## src/logic/adc_seq_pkg.sv

```systemverilog
// adc_seq_pkg: constants, states and helpers of the converter sequencer
// assumes one module clock of 125 mhz feeding every part of the block
package adc_seq_pkg;

  // clock and timing base
  localparam int unsigned CLK_PERIOD_NS = 8;

  // divider-select encodings and reset value
  localparam logic [1:0] DIV_SEL_2   = 2'h0;
  localparam logic [1:0] DIV_SEL_3   = 2'h1;
  localparam logic [1:0] DIV_SEL_4   = 2'h2;
  localparam logic [1:0] DIV_SEL_32  = 2'h3;
  localparam logic [1:0] DIV_SEL_RST = DIV_SEL_32;

  // division ratios in module clock cycles
  localparam logic [5:0] RATIO_2  = 6'h02;
  localparam logic [5:0] RATIO_3  = 6'h03;
  localparam logic [5:0] RATIO_4  = 6'h04;
  localparam logic [5:0] RATIO_32 = 6'h20;

  // phase lengths in internal analog clock periods
  localparam logic [3:0] SYNC_TICKS     = 4'h1;
  localparam logic [3:0] WRITE_TICKS    = 4'h1;
  localparam logic [3:0] SAMPLE_MIN     = 4'h2;
  localparam logic [3:0] BITS_10        = 4'ha;
  localparam logic [3:0] BITS_8         = 4'h8;
  localparam logic [3:0] MSB_INDEX      = 4'h9;

  // reset values
  localparam logic [9:0] SAR_RST    = 10'h000;
  localparam logic [2:0] CH_RST     = 3'h0;
  localparam logic [5:0] DIVCNT_RST = 6'h00;

  // conversion phases, also shown on the phase output
  typedef enum logic [2:0] {
    ST_IDLE   = 3'b000,
    ST_SYNC   = 3'b001,
    ST_SAMPLE = 3'b010,
    ST_CONV   = 3'b011,
    ST_WRITE  = 3'b100
  } phase_e;

  // selected division ratio
  function automatic logic [5:0] div_ratio(input logic [1:0] sel);
    case (sel)
      DIV_SEL_2: div_ratio = RATIO_2;
      DIV_SEL_3: div_ratio = RATIO_3;
      DIV_SEL_4: div_ratio = RATIO_4;
      default:   div_ratio = RATIO_32;
    endcase
  endfunction

endpackage

```

## src/logic/adc_clock_and_sequencer.sv

```systemverilog
// adc_clock_and_sequencer: prescaler control and conversion phase sequencer
// assumes the analog core and both request sources run on I_MCLK, so the
// comparator answer and requests are same-domain and are not resynchronised
//
// Functional notes
// - results in 8 or 10 bits, eight channels
// - two request sources, programmable priority arbitration
// - analog and digital clocks come from module clock
// - analog clock level given to core for duty
// - divider select 00..11 gives 2,3,4,32
// - divider select resets to divide by 32
// - phases run sync, sample, convert, write in order
`timescale 1ns/1ps
`default_nettype none

module adc_clock_and_sequencer
  import adc_seq_pkg::*;
(
  input  wire logic       I_MCLK,
  input  wire logic       I_RESET,
  input  wire logic [1:0] I_DIV_SEL,
  input  wire logic       I_DIV_LOAD,
  input  wire logic       I_RES8,
  input  wire logic [3:0] I_SAMPLE_TIME,
  input  wire logic       I_PRIO1_HIGH,
  input  wire logic       I_REQ0,
  input  wire logic [2:0] I_REQ0_CH,
  input  wire logic       I_REQ1,
  input  wire logic [2:0] I_REQ1_CH,
  input  wire logic       I_CMP,
  output logic [1:0]      O_DIV_SEL,
  output logic            O_ANA_CLK,
  output logic [2:0]      O_ANA_CH,
  output logic            O_SAMPLE,
  output logic [9:0]      O_TRIAL,
  output logic [2:0]      O_PHASE,
  output logic            O_BUSY,
  output logic            O_GRANT0,
  output logic            O_GRANT1,
  output logic [9:0]      O_RESULT,
  output logic [2:0]      O_RESULT_CH,
  output logic            O_RESULT_8BIT,
  output logic            O_RESULT_VALID
);

  typedef struct packed {
    phase_e     st;
    logic [1:0] div_sel;
    logic       pend0;
    logic [2:0] ch0;
    logic       pend1;
    logic [2:0] ch1;
    logic [2:0] ch;
    logic       res8;
    logic [3:0] tcnt;
    logic [3:0] bitidx;
    logic [9:0] sar;
    logic [9:0] result;
    logic [2:0] result_ch;
    logic       result8;
    logic       valid;
    logic       grant0;
    logic       grant1;
    logic       sample;
    logic       busy;
  } seq_s;

  seq_s       q_r;
  seq_s       q_nxt;
  logic       tick;
  logic       ana_clk;
  logic       take0;
  logic       take1;
  logic [3:0] last_bit;

  // prescaler, one analog tick per divided period
  analog_clock_divider u_div (
    .i_clk     (I_MCLK),
    .i_rst     (I_RESET),
    .i_div_sel (q_r.div_sel),
    .o_tick    (tick),
    .o_clk     (ana_clk)
  );

  // arbitration and phase sequencing
  always_comb begin
    q_nxt        = q_r;
    q_nxt.grant0 = 1'b0;
    q_nxt.grant1 = 1'b0;
    q_nxt.valid  = 1'b0;
    take0        = 1'b0;
    take1        = 1'b0;
    last_bit     = q_r.res8 ? (BITS_10 - BITS_8) : 4'h0;

    // divider select only changes between conversions
    // a load while busy is dropped silently; software has to retry it
    if (I_DIV_LOAD && q_r.st == ST_IDLE) begin
      q_nxt.div_sel = I_DIV_SEL;
    end

    // pick a pending source when idle
    if (q_r.st == ST_IDLE) begin
      if (q_r.pend0 && q_r.pend1) begin
        take1 = I_PRIO1_HIGH;
        take0 = !I_PRIO1_HIGH;
      end else begin
        take0 = q_r.pend0;
        take1 = q_r.pend1;
      end
    end

    // resolution latched at grant so a late mode change cannot split a word
    if (take0 || take1) begin
      q_nxt.ch     = take1 ? q_r.ch1 : q_r.ch0;
      q_nxt.res8   = I_RES8;
      q_nxt.grant0 = take0;
      q_nxt.grant1 = take1;
      q_nxt.pend0  = q_r.pend0 && !take0;
      q_nxt.pend1  = q_r.pend1 && !take1;
      q_nxt.tcnt   = SYNC_TICKS;
      q_nxt.st     = ST_SYNC;
    end

    // new request wins over the grant clearing it
    if (I_REQ0) begin
      q_nxt.pend0 = 1'b1;
      q_nxt.ch0   = I_REQ0_CH;
    end
    if (I_REQ1) begin
      q_nxt.pend1 = 1'b1;
      q_nxt.ch1   = I_REQ1_CH;
    end

    // phases after the grant advance only on analog ticks
    if (tick) begin
      case (q_r.st)
        ST_SYNC: begin
          if (q_r.tcnt <= 4'h1) begin
            q_nxt.st     = ST_SAMPLE;
            q_nxt.sample = 1'b1;
            q_nxt.tcnt   = (I_SAMPLE_TIME < SAMPLE_MIN) ?
                           SAMPLE_MIN : I_SAMPLE_TIME;
          end else begin
            q_nxt.tcnt = q_r.tcnt - 4'h1;
          end
        end
        ST_SAMPLE: begin
          if (q_r.tcnt <= 4'h1) begin
            q_nxt.st     = ST_CONV;
            q_nxt.sample = 1'b0;
            q_nxt.bitidx = MSB_INDEX;
            q_nxt.sar    = 10'h200;
          end else begin
            q_nxt.tcnt = q_r.tcnt - 4'h1;
          end
        end
        ST_CONV: begin
          // keep the trial bit when the input is at or above it
          q_nxt.sar[q_r.bitidx] = I_CMP;
          if (q_r.bitidx == last_bit) begin
            q_nxt.st   = ST_WRITE;
            q_nxt.tcnt = WRITE_TICKS;
          end else begin
            q_nxt.bitidx                 = q_r.bitidx - 4'h1;
            q_nxt.sar[q_r.bitidx - 4'h1] = 1'b1;
          end
        end
        ST_WRITE: begin
          // result and its tags update together with the valid pulse
          if (q_r.tcnt <= 4'h1) begin
            q_nxt.st        = ST_IDLE;
            q_nxt.valid     = 1'b1;
            q_nxt.result_ch = q_r.ch;
            q_nxt.result8   = q_r.res8;
            q_nxt.result    = q_r.res8 ? {2'h0, q_r.sar[9:2]} : q_r.sar;
          end else begin
            q_nxt.tcnt = q_r.tcnt - 4'h1;
          end
        end
        default: begin
          q_nxt.sample = 1'b0;
        end
      endcase
    end

    // busy taken from the next phase so the port is a flop and rises
    // in the grant cycle together with the sync phase
    q_nxt.busy = (q_nxt.st != ST_IDLE);
  end

  // state register; the divider select comes up at divide by 32
  always_ff @(posedge I_MCLK) begin
    if (I_RESET) begin
      q_r         <= '0;
      q_r.st      <= ST_IDLE;
      q_r.div_sel <= DIV_SEL_RST;
    end else begin
      q_r <= q_nxt;
    end
  end

  // outputs straight from flip-flops
  assign O_DIV_SEL      = q_r.div_sel;
  assign O_ANA_CLK      = ana_clk;
  assign O_ANA_CH       = q_r.ch;
  assign O_SAMPLE       = q_r.sample;
  assign O_TRIAL        = q_r.sar;
  assign O_PHASE        = q_r.st;
  assign O_BUSY         = q_r.busy;
  assign O_GRANT0       = q_r.grant0;
  assign O_GRANT1       = q_r.grant1;
  assign O_RESULT       = q_r.result;
  assign O_RESULT_CH    = q_r.result_ch;
  assign O_RESULT_8BIT  = q_r.result8;
  assign O_RESULT_VALID = q_r.valid;

endmodule

`default_nettype wire

```

## src/logic/analog_clock_divider.sv

```systemverilog
// analog_clock_divider: prescaler from the module clock to the analog clock
// assumes the select input is a registered value on the same clock
`timescale 1ns/1ps
`default_nettype none

module analog_clock_divider
  import adc_seq_pkg::*;
(
  input  wire logic       i_clk,
  input  wire logic       i_rst,
  input  wire logic [1:0] i_div_sel,
  output logic            o_tick,
  output logic            o_clk
);

  typedef struct packed {
    logic [5:0] cnt;
    logic       tick;
    logic       clk;
  } div_s;

  div_s       q_r;
  div_s       q_nxt;
  logic [5:0] ratio;

  // ratio change mid-period wraps at once rather than running to 63
  always_comb begin
    ratio = div_ratio(i_div_sel);
    q_nxt = q_r;
    if (q_r.cnt >= ratio - 6'h01) begin
      q_nxt.cnt = DIVCNT_RST;
    end else begin
      q_nxt.cnt = q_r.cnt + 6'h01;
    end
    q_nxt.tick = (q_nxt.cnt == DIVCNT_RST);
    q_nxt.clk  = (q_nxt.cnt < (ratio >> 1));
  end

  // state register
  always_ff @(posedge i_clk) begin
    if (i_rst) begin
      q_r <= '0;
    end else begin
      q_r <= q_nxt;
    end
  end

  assign o_tick = q_r.tick;
  assign o_clk  = q_r.clk;

endmodule

`default_nettype wire
```

## config.mk

```make
export PLATFORM = sky130hd
export DESIGN_NAME = adc_clock_and_sequencer
export DESIGN_NICKNAME = d
export VERILOG_FILES = /design/src/logic/adc_seq_pkg.sv /design/src/logic/adc_clock_and_sequencer.sv /design/src/logic/analog_clock_divider.sv
export SDC_FILE = /design/constraint.sdc
export NUM_CORES = 1
export LEC_CHECK = 0
export BUFFER_PORTS_ARGS = -buffer_cell sky130_fd_sc_hd__buf_2
export CAP_MARGIN = 30
export CORE_ASPECT_RATIO = 0.8
export CORE_MARGIN = 2
export CORE_UTILIZATION = 45
export CTS_CLUSTER_SIZE = 12
export DETAILED_ROUTE_END_ITERATION = 8
export MAX_ROUTING_LAYER = met4
export PLACE_DENSITY = 0.78
export SYNTH_ARGS = -nofsm -noshare
export SYNTH_HDL_FRONTEND = slang
export SYNTH_HIERARCHICAL = 1
export SYNTH_SLANG_ARGS = --single-unit
export TNS_END_PERCENT = 30
```

## constraint.sdc

```tcl
create_clock -name I_MCLK -period 1.99 [get_ports I_MCLK]
set_input_delay 0.0995 -clock I_MCLK [delete_from_list [all_inputs] [get_ports I_MCLK]]
set_output_delay 0.0995 -clock I_MCLK [all_outputs]
set_load 0.01 [all_outputs]
```

==> results of run 1 <==
-- state kept, by name, indices dropped and copies added (netlist names) --
register,flops
u_div/o_tick,1
O_PHASE,3
O_SAMPLE,1
O_ANA_CH,3
O_BUSY,1
O_RESULT_8BIT,1
O_GRANT0,1
O_RESULT,10
O_RESULT_CH,3
O_TRIAL,10
u_div/q_r,6
O_GRANT1,1
u_div/o_clk,1
O_DIV_SEL,2
q_r,17
O_RESULT_VALID,1
-- cell usage after synthesis (3+ instances only) --
library cell	instances
mux2i_1	24
o211a_1	3
o21ai_0	9
a31oi_1	3
and3_1	8
a22oi_1	3
nor2b_1	5
a22o_1	7
xnor2_1	3
and2_1	3
a32oi_1	3
a21o_1	4
buf_4	32
o21ai_1	11
o31ai_1	3
a211oi_2	9
or3_1	3
clkbuf_1	5
xor2_1	4
inv_1	15
buf_6	3
nand2_1	48
buf_2	8
dfxtp_1	62
nand3b_1	3
ha_1	18
nand2b_1	5
nand3_1	13
nor3_1	17
a21oi_1	26
nor2_1	41
a211oi_1	5
-- final timing paths --
path / startpoint / end / slack [ns] / depth (start not counted)
hold / removal: I_REQ1_CH[1] / q_r[42]$_SDFFE_PP0P_ / 0.01 / 3
setup / recovery: O_DIV_SEL[0]$_SDFFE_PP1P_ / u_div/o_clk$_SDFF_PP0_ / 0.08 / 9
setup reg to reg: O_DIV_SEL[0]$_SDFFE_PP1P_ / u_div/o_clk$_SDFF_PP0_ / 0.08 / 9
hold reg to reg: O_RESULT_8BIT$_SDFFE_PP0P_ / O_RESULT_8BIT$_SDFFE_PP0P_ / 0.46 / 2
-- final cells by class --
type	instances	area [µm²]	share of cell area
clock inverters	6	93.8	0.0214
repair buffers	85	515	0.117
well taps	112	140	0.0319
multi-input cells	325	2200	0.502
flip-flops and latches	62	1250	0.285
clock buffers	10	128	0.0291
inverters	15	56.3	0.0128
-- metal layers --
metal / vias to the layer above / global-route usage
li1: 1670 / -
met4: 0 / 0.0661
met5: - / -
met2: 138 / 0.346
met1: 1636 / 0.275
met3: 20 / 0.0414
-- critical path: cells and delay by family, from the launching register on --
family	cells	cell delay (ns)
compound gates	3	0.49
fa+ha+maj	2	0.64
flops	1	0.38
simple gates	4	0.34
-- report_power, final --
part	switching (mW)	internal, mW	total, mW
clock	0.534	0.714	1.25
sequential	0.0651	1.30	1.36
combinational	0.352	0.259	0.612
-- timing repair --
item                                    CTS  global route
hold buffers                              8             0
resized for setup                         0            10
setup buffers                             0             1
hold endpoints to repair                  7             0
endpoints found under the setup margin    0             7
-- per-stage QoR --
stage	instance area [µm²]	cells	setup TNS, ns	utilization
2_1_floorplan	3820	453	0	-
3_3_place_gp	4040	590	0	0.482
3_5_place_dp	4040	590	0	0.482
4_1_cts	4340	614	0	0.518
5_1_grt	4390	615	-0.0527	0.524
6_report	4390	615	0	0.524
-- cell families after synthesis --
group | after synthesis | synth area share
flip-flops | 62 | 0.325
AO/OA/AOI/OAI | 110 | 0.209
other | 1 | 0.000982
multiplexers | 24 | 0.0629
XOR/XNOR | 7 | 0.0161
adder cells (fa/ha/maj) | 18 | 0.0590
buffers and inverters | 66 | 0.107
AND/OR/NAND/NOR | 165 | 0.220
==> reports/metrics.yaml, run 1 <==
power:
  p_leak_nw: 1.91
  p_per_area_nw_per_um2: 734
  ir_worst_vdd_mv: 0.405
  total_power_mw: 3.22
yosys:
  ys_seq_elements: 62
  yosysSeqAreaShare: 0.325
  netlist_area_um2: 3820
  async_flop_share: 0
  netlist_instances: 453
  ys.flop_type: "dfxtp_1"
  ys_top_cells_by_area: "dfxtp_1 32%, mux2i_1 6.3%, buf_4 6.3%"
  syn-num-nets: 491
  synth.avg_cell_area_um2: 8.43
  synth_cell_types: 65
  yosys.area.top_type: "dfxtp_1"
  yosys_warnings: 6
  synth-edff-count: 0
  synth_top_area_share: 0.325
cts:
  clk_pin_slew_ns: 0.07
  cts-root-buf: "clkbuf_8"
  cts.htree.levels: 3
  cts.sinks: 62
  clk-insertion-delay-late_ns: 0.35
  cts-buffers-inserted: 9
  cts.path.max_buffers: 2
  cts_tree: "yes"
sta:
  final-setup-viol-count: 0
  drv_slew: 0
  fin_skew_ns: 0.0101
  worst_slew_pin_slew_ns: 0.526
  hold_viol_final: 0
  setup_slack_ns: 0.0784
  rsz0062_at_grt: "true"
  hold_ws_ns: 0.0132
  final.min_clock_period_ns: 1.91
  period_share: 0.961
  slew_headroom: 0.649
  fmax_mhz: 523
worst_setup_path:
  cp_max_fo: 7
  max_stage_delay_ns: 0.38
  crit_chain: "nand2_2 -> ha_1 -> nand4_1 -> o211ai_2 -> nor2_2 -> ha_1 -> nand2_1 -> a21oi_1 -> a211oi_2"
  end_kind: "register"
  cpMaxStageDelayCell: "dfxtp_4"
  crit_top_cell: "ha_1"
  critPathLaunchType: "register"
  critical_path_arrival_ns: 2.19
  critical_path_class: "register to register"
  critical_path_required_ns: 2.27
drt:
  wl_met3_um: 509
  drt_iter0_markers: 351
  drtPass1Iterations: 5
  ant_nets: 0
  m1WireLength_mm: 4.37
  maxUsedRoutingLayer: "met4"
  vias: 3464
  routed_wl_mm: 9.43
  drc: 0
  via_per_inst: 5.63
  routedWlPerCell_um: 15.3
  dr_wl_met2_mm: 4.38
floorplanning:
  initial_core_util: 0.456
  die-area_um2: 9250
  die_h_um: 86.4
  ios: 58
  rows: 30
  core_um2: 8370
  fp.dieW_um: 107
finish:
  drive_above_1_share: 0.250
  area_growth_syn_to_layout_pct: 14.9
  diodes: 0
  final_common_cell: "dfxtp_1"
  layout_common_cells: "59 x dfxtp_1, 57 x buf_2, 47 x nand2_1"
  nFillCells: 769
  fin_nets: 536
placement:
  portBuffers: 57
  place_ws_ns: 0.0241
  gp_congestion: 0.959
  hpwl_mm: 6.80
grt:
  grt_max_degree: 23
  grt_antenna_before_repair: 0
  grt_pass1_vias: 3306
  track_usage: 0.215
  overflow: 0
  grt_pass1_wl_mm: 15.5
outcome:
  status: "complete, no violations"
job:
  drv_cap: 0
min_path:
  hold_path.class: "input port to register"
Note: power is estimated with default switching activity, not from simulation.
==> inputs of run 2 (changes only) <==
--- a/config.mk
+++ b/config.mk
@@ -10,6 +10,7 @@
 export CORE_ASPECT_RATIO = 0.8
 export CORE_MARGIN = 2
 export CORE_UTILIZATION = 45
+export CTS_BUF_LIST = sky130_fd_sc_hd__clkbuf_16
 export CTS_CLUSTER_SIZE = 12
 export DETAILED_ROUTE_END_ITERATION = 8
 export MAX_ROUTING_LAYER = met4
==> run 2 against run 1 <==
Final cell count is 0.98% lower. Total power is 13% higher. Sequential power about the same. Final area up 1.0%. Sequential cell count stayed put. Clock skew fell by 0.0023 ns. Core utilization is 0.52 points higher. Fmax is 0.55% lower. Hold slack worse by 0.012 ns. Critical path type unchanged. Combinational power down 2%. Highest routed layer unchanged. Largest power group is now clock. Setup slack got worse by 0.011 ns.
==> reports/metrics.yaml, run 2 (synthesized netlist as in run 1, its figures left out) <==
cts:
  cts_tree: "yes"  # unchanged
  clk-insertion-delay-late_ns: 0.33  # was 0.35 ns
  cts.path.max_buffers: 2  # unchanged
  post_cts_buffers: 0  # unchanged
  cts-buffers-inserted: 9  # unchanged
  clk_pin_slew_ns: 0.06  # was 0.07 ns
  cts.sinks: 62  # unchanged
  cts-root-buf: "clkbuf_16"  # was clkbuf_8
  cts.htree.levels: 3  # unchanged
worst_setup_path:
  critical_path_class: "register to register"  # unchanged
  end_kind: "register"  # unchanged
  crit_chain: "nand2_2 -> ha_1 -> nand4_1 -> o211ai_2 -> nor2_2 -> ha_1 -> nand2_1 -> a21oi_1 -> a211oi_2"  # unchanged
  max_stage_delay_ns: 0.38  # about the same
  cp_max_fo: 7  # unchanged
  critical_path_required_ns: 2.25  # was 2.27 ns
  regToRegSetupSlack_ns: 0.07  # was 0.08 ns
  critical_path_arrival_ns: 2.19  # about the same
  critPathLaunchType: "register"  # unchanged
  crit_top_cell: "ha_1"  # unchanged
  cpMaxStageDelayCell: "dfxtp_4"  # unchanged
finish:
  top_register: "q_r"  # unchanged
  layout_common_cells: "59 x dfxtp_1, 57 x buf_2, 46 x nand2_1"  # was 59 x dfxtp_1, 57 x buf_2, 47 x nand2_1
  drive_above_1_share: 0.254  # was 0.250
  largest_register_ffs: 17  # unchanged
  fin_nets: 530  # was 536
  area_growth_syn_to_layout_pct: 16.0  # was 14.9%
  diodes: 0  # unchanged
  final_common_cell: "dfxtp_1"  # unchanged
power:
  p_sw_mw: 1.00  # was 0.952 mW
  p_comb_frac: 0.164  # was 0.190
  p_seq_frac: 0.373  # was 0.423
  ir_worst_vdd_mv: 0.458  # was 0.405 mV
  swShare: 0.275  # was 0.296
  total_power_mw: 3.65  # was 3.22 mW
  p_leak_nw: 1.94  # was 1.91 nW
  p_int_mw: 2.65  # was 2.27 mW
  power.share.clock: 0.463  # was 0.388
  p_per_area_nw_per_um2: 824  # was 734 nW/µm²
drt:
  routedWlPerCell_um: 15.6  # was 15.3 µm
  drt_iter0_markers: 317  # was 351
  via_per_inst: 5.68  # was 5.63
  drtPass1Iterations: 5  # unchanged
  routed_wl_mm: 9.48  # was 9.43 mm
  drc: 0  # unchanged
  vias: 3459  # was 3464
  ant_nets: 0  # unchanged
sta:
  period_share: 0.966  # was 0.961
  fmax_mhz: 520  # was 523 MHz
  finalSetupTns_ns: 0  # unchanged
  drv_slew: 0  # unchanged
  rsz0062_at_grt: "true"  # unchanged
  final-setup-viol-count: 0  # unchanged
  fin_skew_ns: 0.00781  # was 0.0101 ns
  final.min_clock_period_ns: 1.92  # was 1.91 ns
  hold_viol_final: 0  # unchanged
grt:
  grt_antenna_before_repair: 0  # unchanged
  overflow: 0  # unchanged
  track_usage: 0.220  # was 0.215
  grt_pass1_wl_mm: 15.8  # was 15.5 mm
  grt_pass1_vias: 3314  # was 3306
  grt_max_degree: 23  # unchanged
floorplanning:
  ios: 58  # unchanged
  rows: 30  # unchanged
  initial_core_util: 0.456  # unchanged
  core_um2: 8370  # unchanged
  fp.dieW_um: 107  # unchanged
  die-area_um2: 9250  # unchanged
  die_h_um: 86.4  # unchanged
placement:
  hpwl_mm: 6.80  # unchanged
  gp_congestion: 0.959  # unchanged
  portBuffers: 57  # unchanged
outcome:
  status: "complete, no violations"  # unchanged
job:
  drv_cap: 0  # unchanged
min_path:
  hold_path.class: "input port to register"  # unchanged
## run 2: per-layer routing
| layer | vias to the layer above | share of wire | wire length, µm | track usage |
|---|---|---|---|---|
| met3 | 20 | 0.059 | 560 | 0.0414 |
| met4 | 0 | 0.024 | 226 | 0.0956 |
| li1 | 1655 | - | - | - |
| met2 | 144 | 0.46 | 4380 | 0.347 |
| met1 | 1640 | 0.46 | 4320 | 0.276 |
| met5 | - | 0 | 0 | - |
## run 2: power by group through the flow
| stage | sequential (mW) | clock (mW) | combinational, mW |
|---|---|---|---|
| after global routing | 1.37 | 1.76 | 0.658 |
| after detailed placement | 1.39 | 0 | 0.564 |
| after CTS | 1.36 | 1.71 | 0.571 |
| after global placement | 1.38 | 0 | 0.547 |
| final | 1.36 | 1.69 | 0.598 |
| after floorplan | 1.37 | 0 | 0.426 |
## run 2: final cells by class
class,instances,area (µm²)
fillers,754,3940
multi-input cells,325,2210
flip-flops and latches,62,1250
repair buffers,79,458
clock buffers,9,225
well taps,112,140
clock inverters,7,97.6
inverters,15,56.3
## run 2: worst max-delay path: cells and delay by family (launching register included)
family	cells	cell delay, ns
AND/OR/NAND/NOR	4	0.36
flip-flops	1	0.38
AO/OA/AOI/OAI	3	0.49
adder cells (fa/ha/maj)	2	0.64
## run 2: per-stage QoR
stage / hold slack, ns / setup WS (ns) / instance area, µm² / utilization / cells
2_1_floorplan: 0.217 / 0.0144 / 3820 / - / 453
3_3_place_gp: 0.334 / 0.104 / 4040 / 0.482 / 590
3_5_place_dp: 0.335 / 0.0241 / 4040 / 0.482 / 590
4_1_cts: 0.000669 / 0.0127 / 4390 / 0.525 / 609
5_1_grt: 0.0239 / -0.0483 / 4430 / 0.530 / 609
6_report: 0.00144 / 0.0678 / 4430 / 0.530 / 609
## run 2: worst paths after layout
check	from	endpoint	cells past startpoint
max	O_DIV_SEL[1]$_SDFFE_PP1P_	u_div/o_clk$_SDFF_PP0_	9
max reg2reg	O_DIV_SEL[1]$_SDFFE_PP1P_	u_div/o_clk$_SDFF_PP0_	9
min	I_REQ0_CH[0]	q_r[45]$_SDFFE_PP0P_	3
min reg2reg	O_RESULT_8BIT$_SDFFE_PP0P_	O_RESULT_8BIT$_SDFFE_PP0P_	2
## run 2: what timing repair did
item / in CTS / in global routing
hold endpoints to repair: 3 / 0
endpoints found under the setup margin: 0 / 7
gates resized for setup: 0 / 10
hold buffers: 3 / 0
==> inputs of run 3 (changes only) <==
--- a/config.mk
+++ b/config.mk
@@ -5,7 +5,6 @@
 export SDC_FILE = /design/constraint.sdc
 export NUM_CORES = 1
 export LEC_CHECK = 0
-export BUFFER_PORTS_ARGS = -buffer_cell sky130_fd_sc_hd__buf_2
 export CAP_MARGIN = 30
 export CORE_ASPECT_RATIO = 0.8
 export CORE_MARGIN = 2
@@ -13,8 +12,10 @@
 export CTS_BUF_LIST = sky130_fd_sc_hd__clkbuf_16
 export CTS_CLUSTER_SIZE = 12
 export DETAILED_ROUTE_END_ITERATION = 8
+export DONT_BUFFER_PORTS = 1
+export HOLD_SLACK_MARGIN = 0.05
 export MAX_ROUTING_LAYER = met4
-export PLACE_DENSITY = 0.78
+export PLACE_DENSITY = 0.72
 export SYNTH_ARGS = -nofsm -noshare
 export SYNTH_HDL_FRONTEND = slang
 export SYNTH_HIERARCHICAL = 1
==> run 3 against run 2 <==
Wire length shrank 3.0%. Total power grew 2.1%. Die area unchanged. Critical path depth unchanged. Final cell count shrank 5.9%. Via count fell by 6.3%.
==> reports/metrics.yaml, run 3 (synthesized netlist as in run 1, its figures left out) <==
outcome:
  status: "complete, no violations"  # unchanged
finish:
  regArea_um2: 1250  # unchanged
  final_common_cell: "dfxtp_1"  # unchanged
  diodes: 0  # unchanged
  final_util: 0.527  # was 0.530
  layout_common_cells: "59 x dfxtp_1, 46 x nand2_1, 40 x nor2_1"  # was 59 x dfxtp_1, 57 x buf_2, 46 x nand2_1
  area_growth_syn_to_layout_pct: 15.5  # was 16.0%
  nFillCells: 723  # was 754
  multiInputGateArea_um2: 2250  # was 2210 µm²
  fin_nets: 494  # was 530
  drive_above_1_share: 0.171  # was 0.254
  final_cell_area_um2: 4410  # was 4430 µm²
  top_register: "q_r"  # unchanged
  largest_register_ffs: 17  # unchanged
grt:
  overflow: 0  # unchanged
  grt_pass1_vias: 3079  # was 3314
  track_usage: 0.208  # was 0.220
  grt_antenna_before_repair: 0  # unchanged
  grt_pass1_wl_mm: 14.9  # was 15.8 mm
  grt_max_degree: 51  # was 23
worst_setup_path:
  cpMaxStageDelayCell: "dfxtp_4"  # unchanged
  regToRegSetupSlack_ns: 0.07  # about the same
  r2r.worst_path.cells: 9  # unchanged
  r2r_start: "O_DIV_SEL[1]$_SDFFE_PP1P_"  # unchanged
  cp_max_fo: 5  # was 7
  critical_path_class: "register to register"  # unchanged
  critical_path_required_ns: 2.25  # about the same
  max_stage_delay_ns: 0.38  # about the same
  crit_start: "O_DIV_SEL[1]$_SDFFE_PP1P_"  # unchanged
  crit_path_end: "u_div/o_clk$_SDFF_PP0_"  # unchanged
  r2r-end: "u_div/o_clk$_SDFF_PP0_"  # unchanged
  end_kind: "register"  # unchanged
  crit_chain: "nand2_4 -> ha_1 -> nand4_1 -> o211ai_4 -> nor2_1 -> ha_1 -> nor2_1 -> o21ai_0 -> a211oi_2"  # was nand2_2 -> ha_1 -> nand4_1 -> o211ai_2 -> nor2_2 -> ha_1 -> nand2_1 -> a21oi_1 -> a211oi_2
  critical_path_arrival_ns: 2.18  # was 2.19 ns
  critPathLaunchType: "register"  # unchanged
sta:
  worst_slew_pin_slew_ns: 0.659
  final-setup-viol-count: 0  # unchanged
  period_share: 0.967  # was 0.966
  setup_slack_ns: 0.0651  # was 0.0678 ns
  rsz0062_at_grt: "true"  # unchanged
  fmax_mhz: 520  # about the same
  hold_viol_final: 0  # unchanged
  finalSetupTns_ns: 0  # unchanged
  fin_skew_ns: 0.00538  # was 0.00781 ns
  slew_headroom: 0.558
  final.min_clock_period_ns: 1.92  # about the same
  drv_slew: 0  # unchanged
job:
  drv_cap: 0  # unchanged
drt:
  vias: 3242  # was 3459
  drt_iter0_markers: 250  # was 317
  routed_wl_mm: 9.20  # was 9.48 mm
  via_per_inst: 5.66  # was 5.68
  drtPass1Iterations: 5  # unchanged
  routedWlPerCell_um: 16.1  # was 15.6 µm
  drc: 0  # unchanged
  ant_nets: 0  # unchanged
floorplanning:
  die-area_um2: 9250  # unchanged
  initial_core_util: 0.456  # unchanged
  core_um2: 8370  # unchanged
  ios: 58  # unchanged
  die_h_um: 86.4  # unchanged
  fp.dieW_um: 107  # unchanged
  rows: 30  # unchanged
power:
  p_comb_frac: 0.167  # was 0.164
  p_int_mw: 2.68  # was 2.65 mW
  power.share.clock: 0.467  # was 0.463
  p_seq_frac: 0.366  # was 0.373
  swShare: 0.281  # was 0.275
  ir_worst_vdd_mv: 0.462  # was 0.458 mV
  p_sw_mw: 1.05  # was 1.00 mW
  p_per_area_nw_per_um2: 845  # was 824 nW/µm²
  p_leak_nw: 1.74  # was 1.94 nW
placement:
  portBuffers: 0  # was 57
  place_ws_ns: 0.0227  # was 0.0241 ns
  placed_area_um2: 3770  # was 4040 µm²
  hpwl_mm: 6.29  # was 6.80 mm
  gp_congestion: 0.897  # was 0.959
cts:
  clk-insertion-delay-late_ns: 0.33  # about the same
  cts.path.max_buffers: 2  # unchanged
  cts.sinks: 62  # unchanged
  cts_tree: "yes"  # unchanged
  cts-root-buf: "clkbuf_16"  # unchanged
  cts-buffers-inserted: 9  # unchanged
  cts.htree.levels: 3  # unchanged
  clk_pin_slew_ns: 0.06  # about the same
min_path:
  hold_path.class: "input port to register"  # unchanged
run 3: cell count changes in the layout (fill, tap and decap cells not counted), moves of 2 or more:
| cell | before | now |
|---|---|---|
| buf_2 | 57 | 0 |
| buf_4 | 19 | 23 |
| dlygate4sd3_1 | 3 | 19 |
| ha_1 | 17 | 14 |
| ha_4 | 0 | 3 |
| inv_1 | 16 | 14 |
| inv_6 | 1 | 3 |
run 3: metal layers:
| layer | vias to the layer above | part of all wire | GRT usage |
|---|---|---|---|
| met1 | 1542 | 0.45 | 0.262 |
| met2 | 108 | 0.47 | 0.324 |
| met5 | - | 0 | - |
| met4 | 0 | 0.014 | 0.0649 |
| li1 | 1581 | - | - |
| met3 | 11 | 0.072 | 0.0609 |
run 3: cell type report:
cell class | instances | share of cell area
Clock buffer | 9 | 0.0511
Clock inverter | 7 | 0.0233
Inverter | 15 | 0.0128
Multi-Input combinational cell | 325 | 0.511
Sequential cell | 62 | 0.283
Tap cell | 112 | 0.0318
Timing Repair Buffer | 43 | 0.0868
run 3: critical path, delay by kind of cell, from the launching register on:
kind                     cells  cell delay [ns]
AO/OA/AOI/OAI                3             0.59
adder cells (fa/ha/maj)      2             0.46
flip-flops                   1             0.38
AND/OR/NAND/NOR              4             0.42
run 3: how the worst min path moves through the flow:
stage	from	end	slack (ns)	cells past startpoint
finish	I_RESET	q_r[33]$_SDFF_PP0_	0.06	2
floorplan	I_REQ1	q_r[44]$_SDFFE_PP0P_	0.22	2
global placement	I_RESET	u_div/q_r[2]$_SDFF_PP0_	0.18	1
detailed placement	I_RESET	u_div/q_r[2]$_SDFF_PP0_	0.18	1
CTS	I_RESET	q_r[33]$_SDFF_PP0_	0.05	2
global route	I_RESET	q_r[33]$_SDFF_PP0_	0.06	2
run 3: power by group through the flow:
stage / Clock, mW / Sequential (mW) / Combinational [mW]
final: 1.74 / 1.37 / 0.622
after global routing: 1.83 / 1.37 / 0.684
after CTS: 1.76 / 1.36 / 0.570
after detailed placement: 0 / 1.39 / 0.510
after global placement: 0 / 1.38 / 0.494
after floorplan: 0 / 1.37 / 0.426
run 3: per-stage QoR:
step | std cells | hold slack, ns | total power [mW]
floorplan | 453 | 0.217 | 1.80
finish | 573 | 0.0555 | 3.73
global route | 573 | 0.0555 | 3.89
CTS | 571 | 0.0550 | 3.69
detailed placement | 535 | 0.180 | 1.90
global placement | 535 | 0.179 | 1.88
run 3: timing repair:
| action | 4_1_cts | 5_1_grt |
|---|---|---|
| endpoints found under the hold margin | 59 | 0 |
| setup endpoints to repair | 0 | 7 |
| hold buffers | 20 | 0 |
| setup buffers | 0 | 2 |
| resized for setup | 0 | 16 |
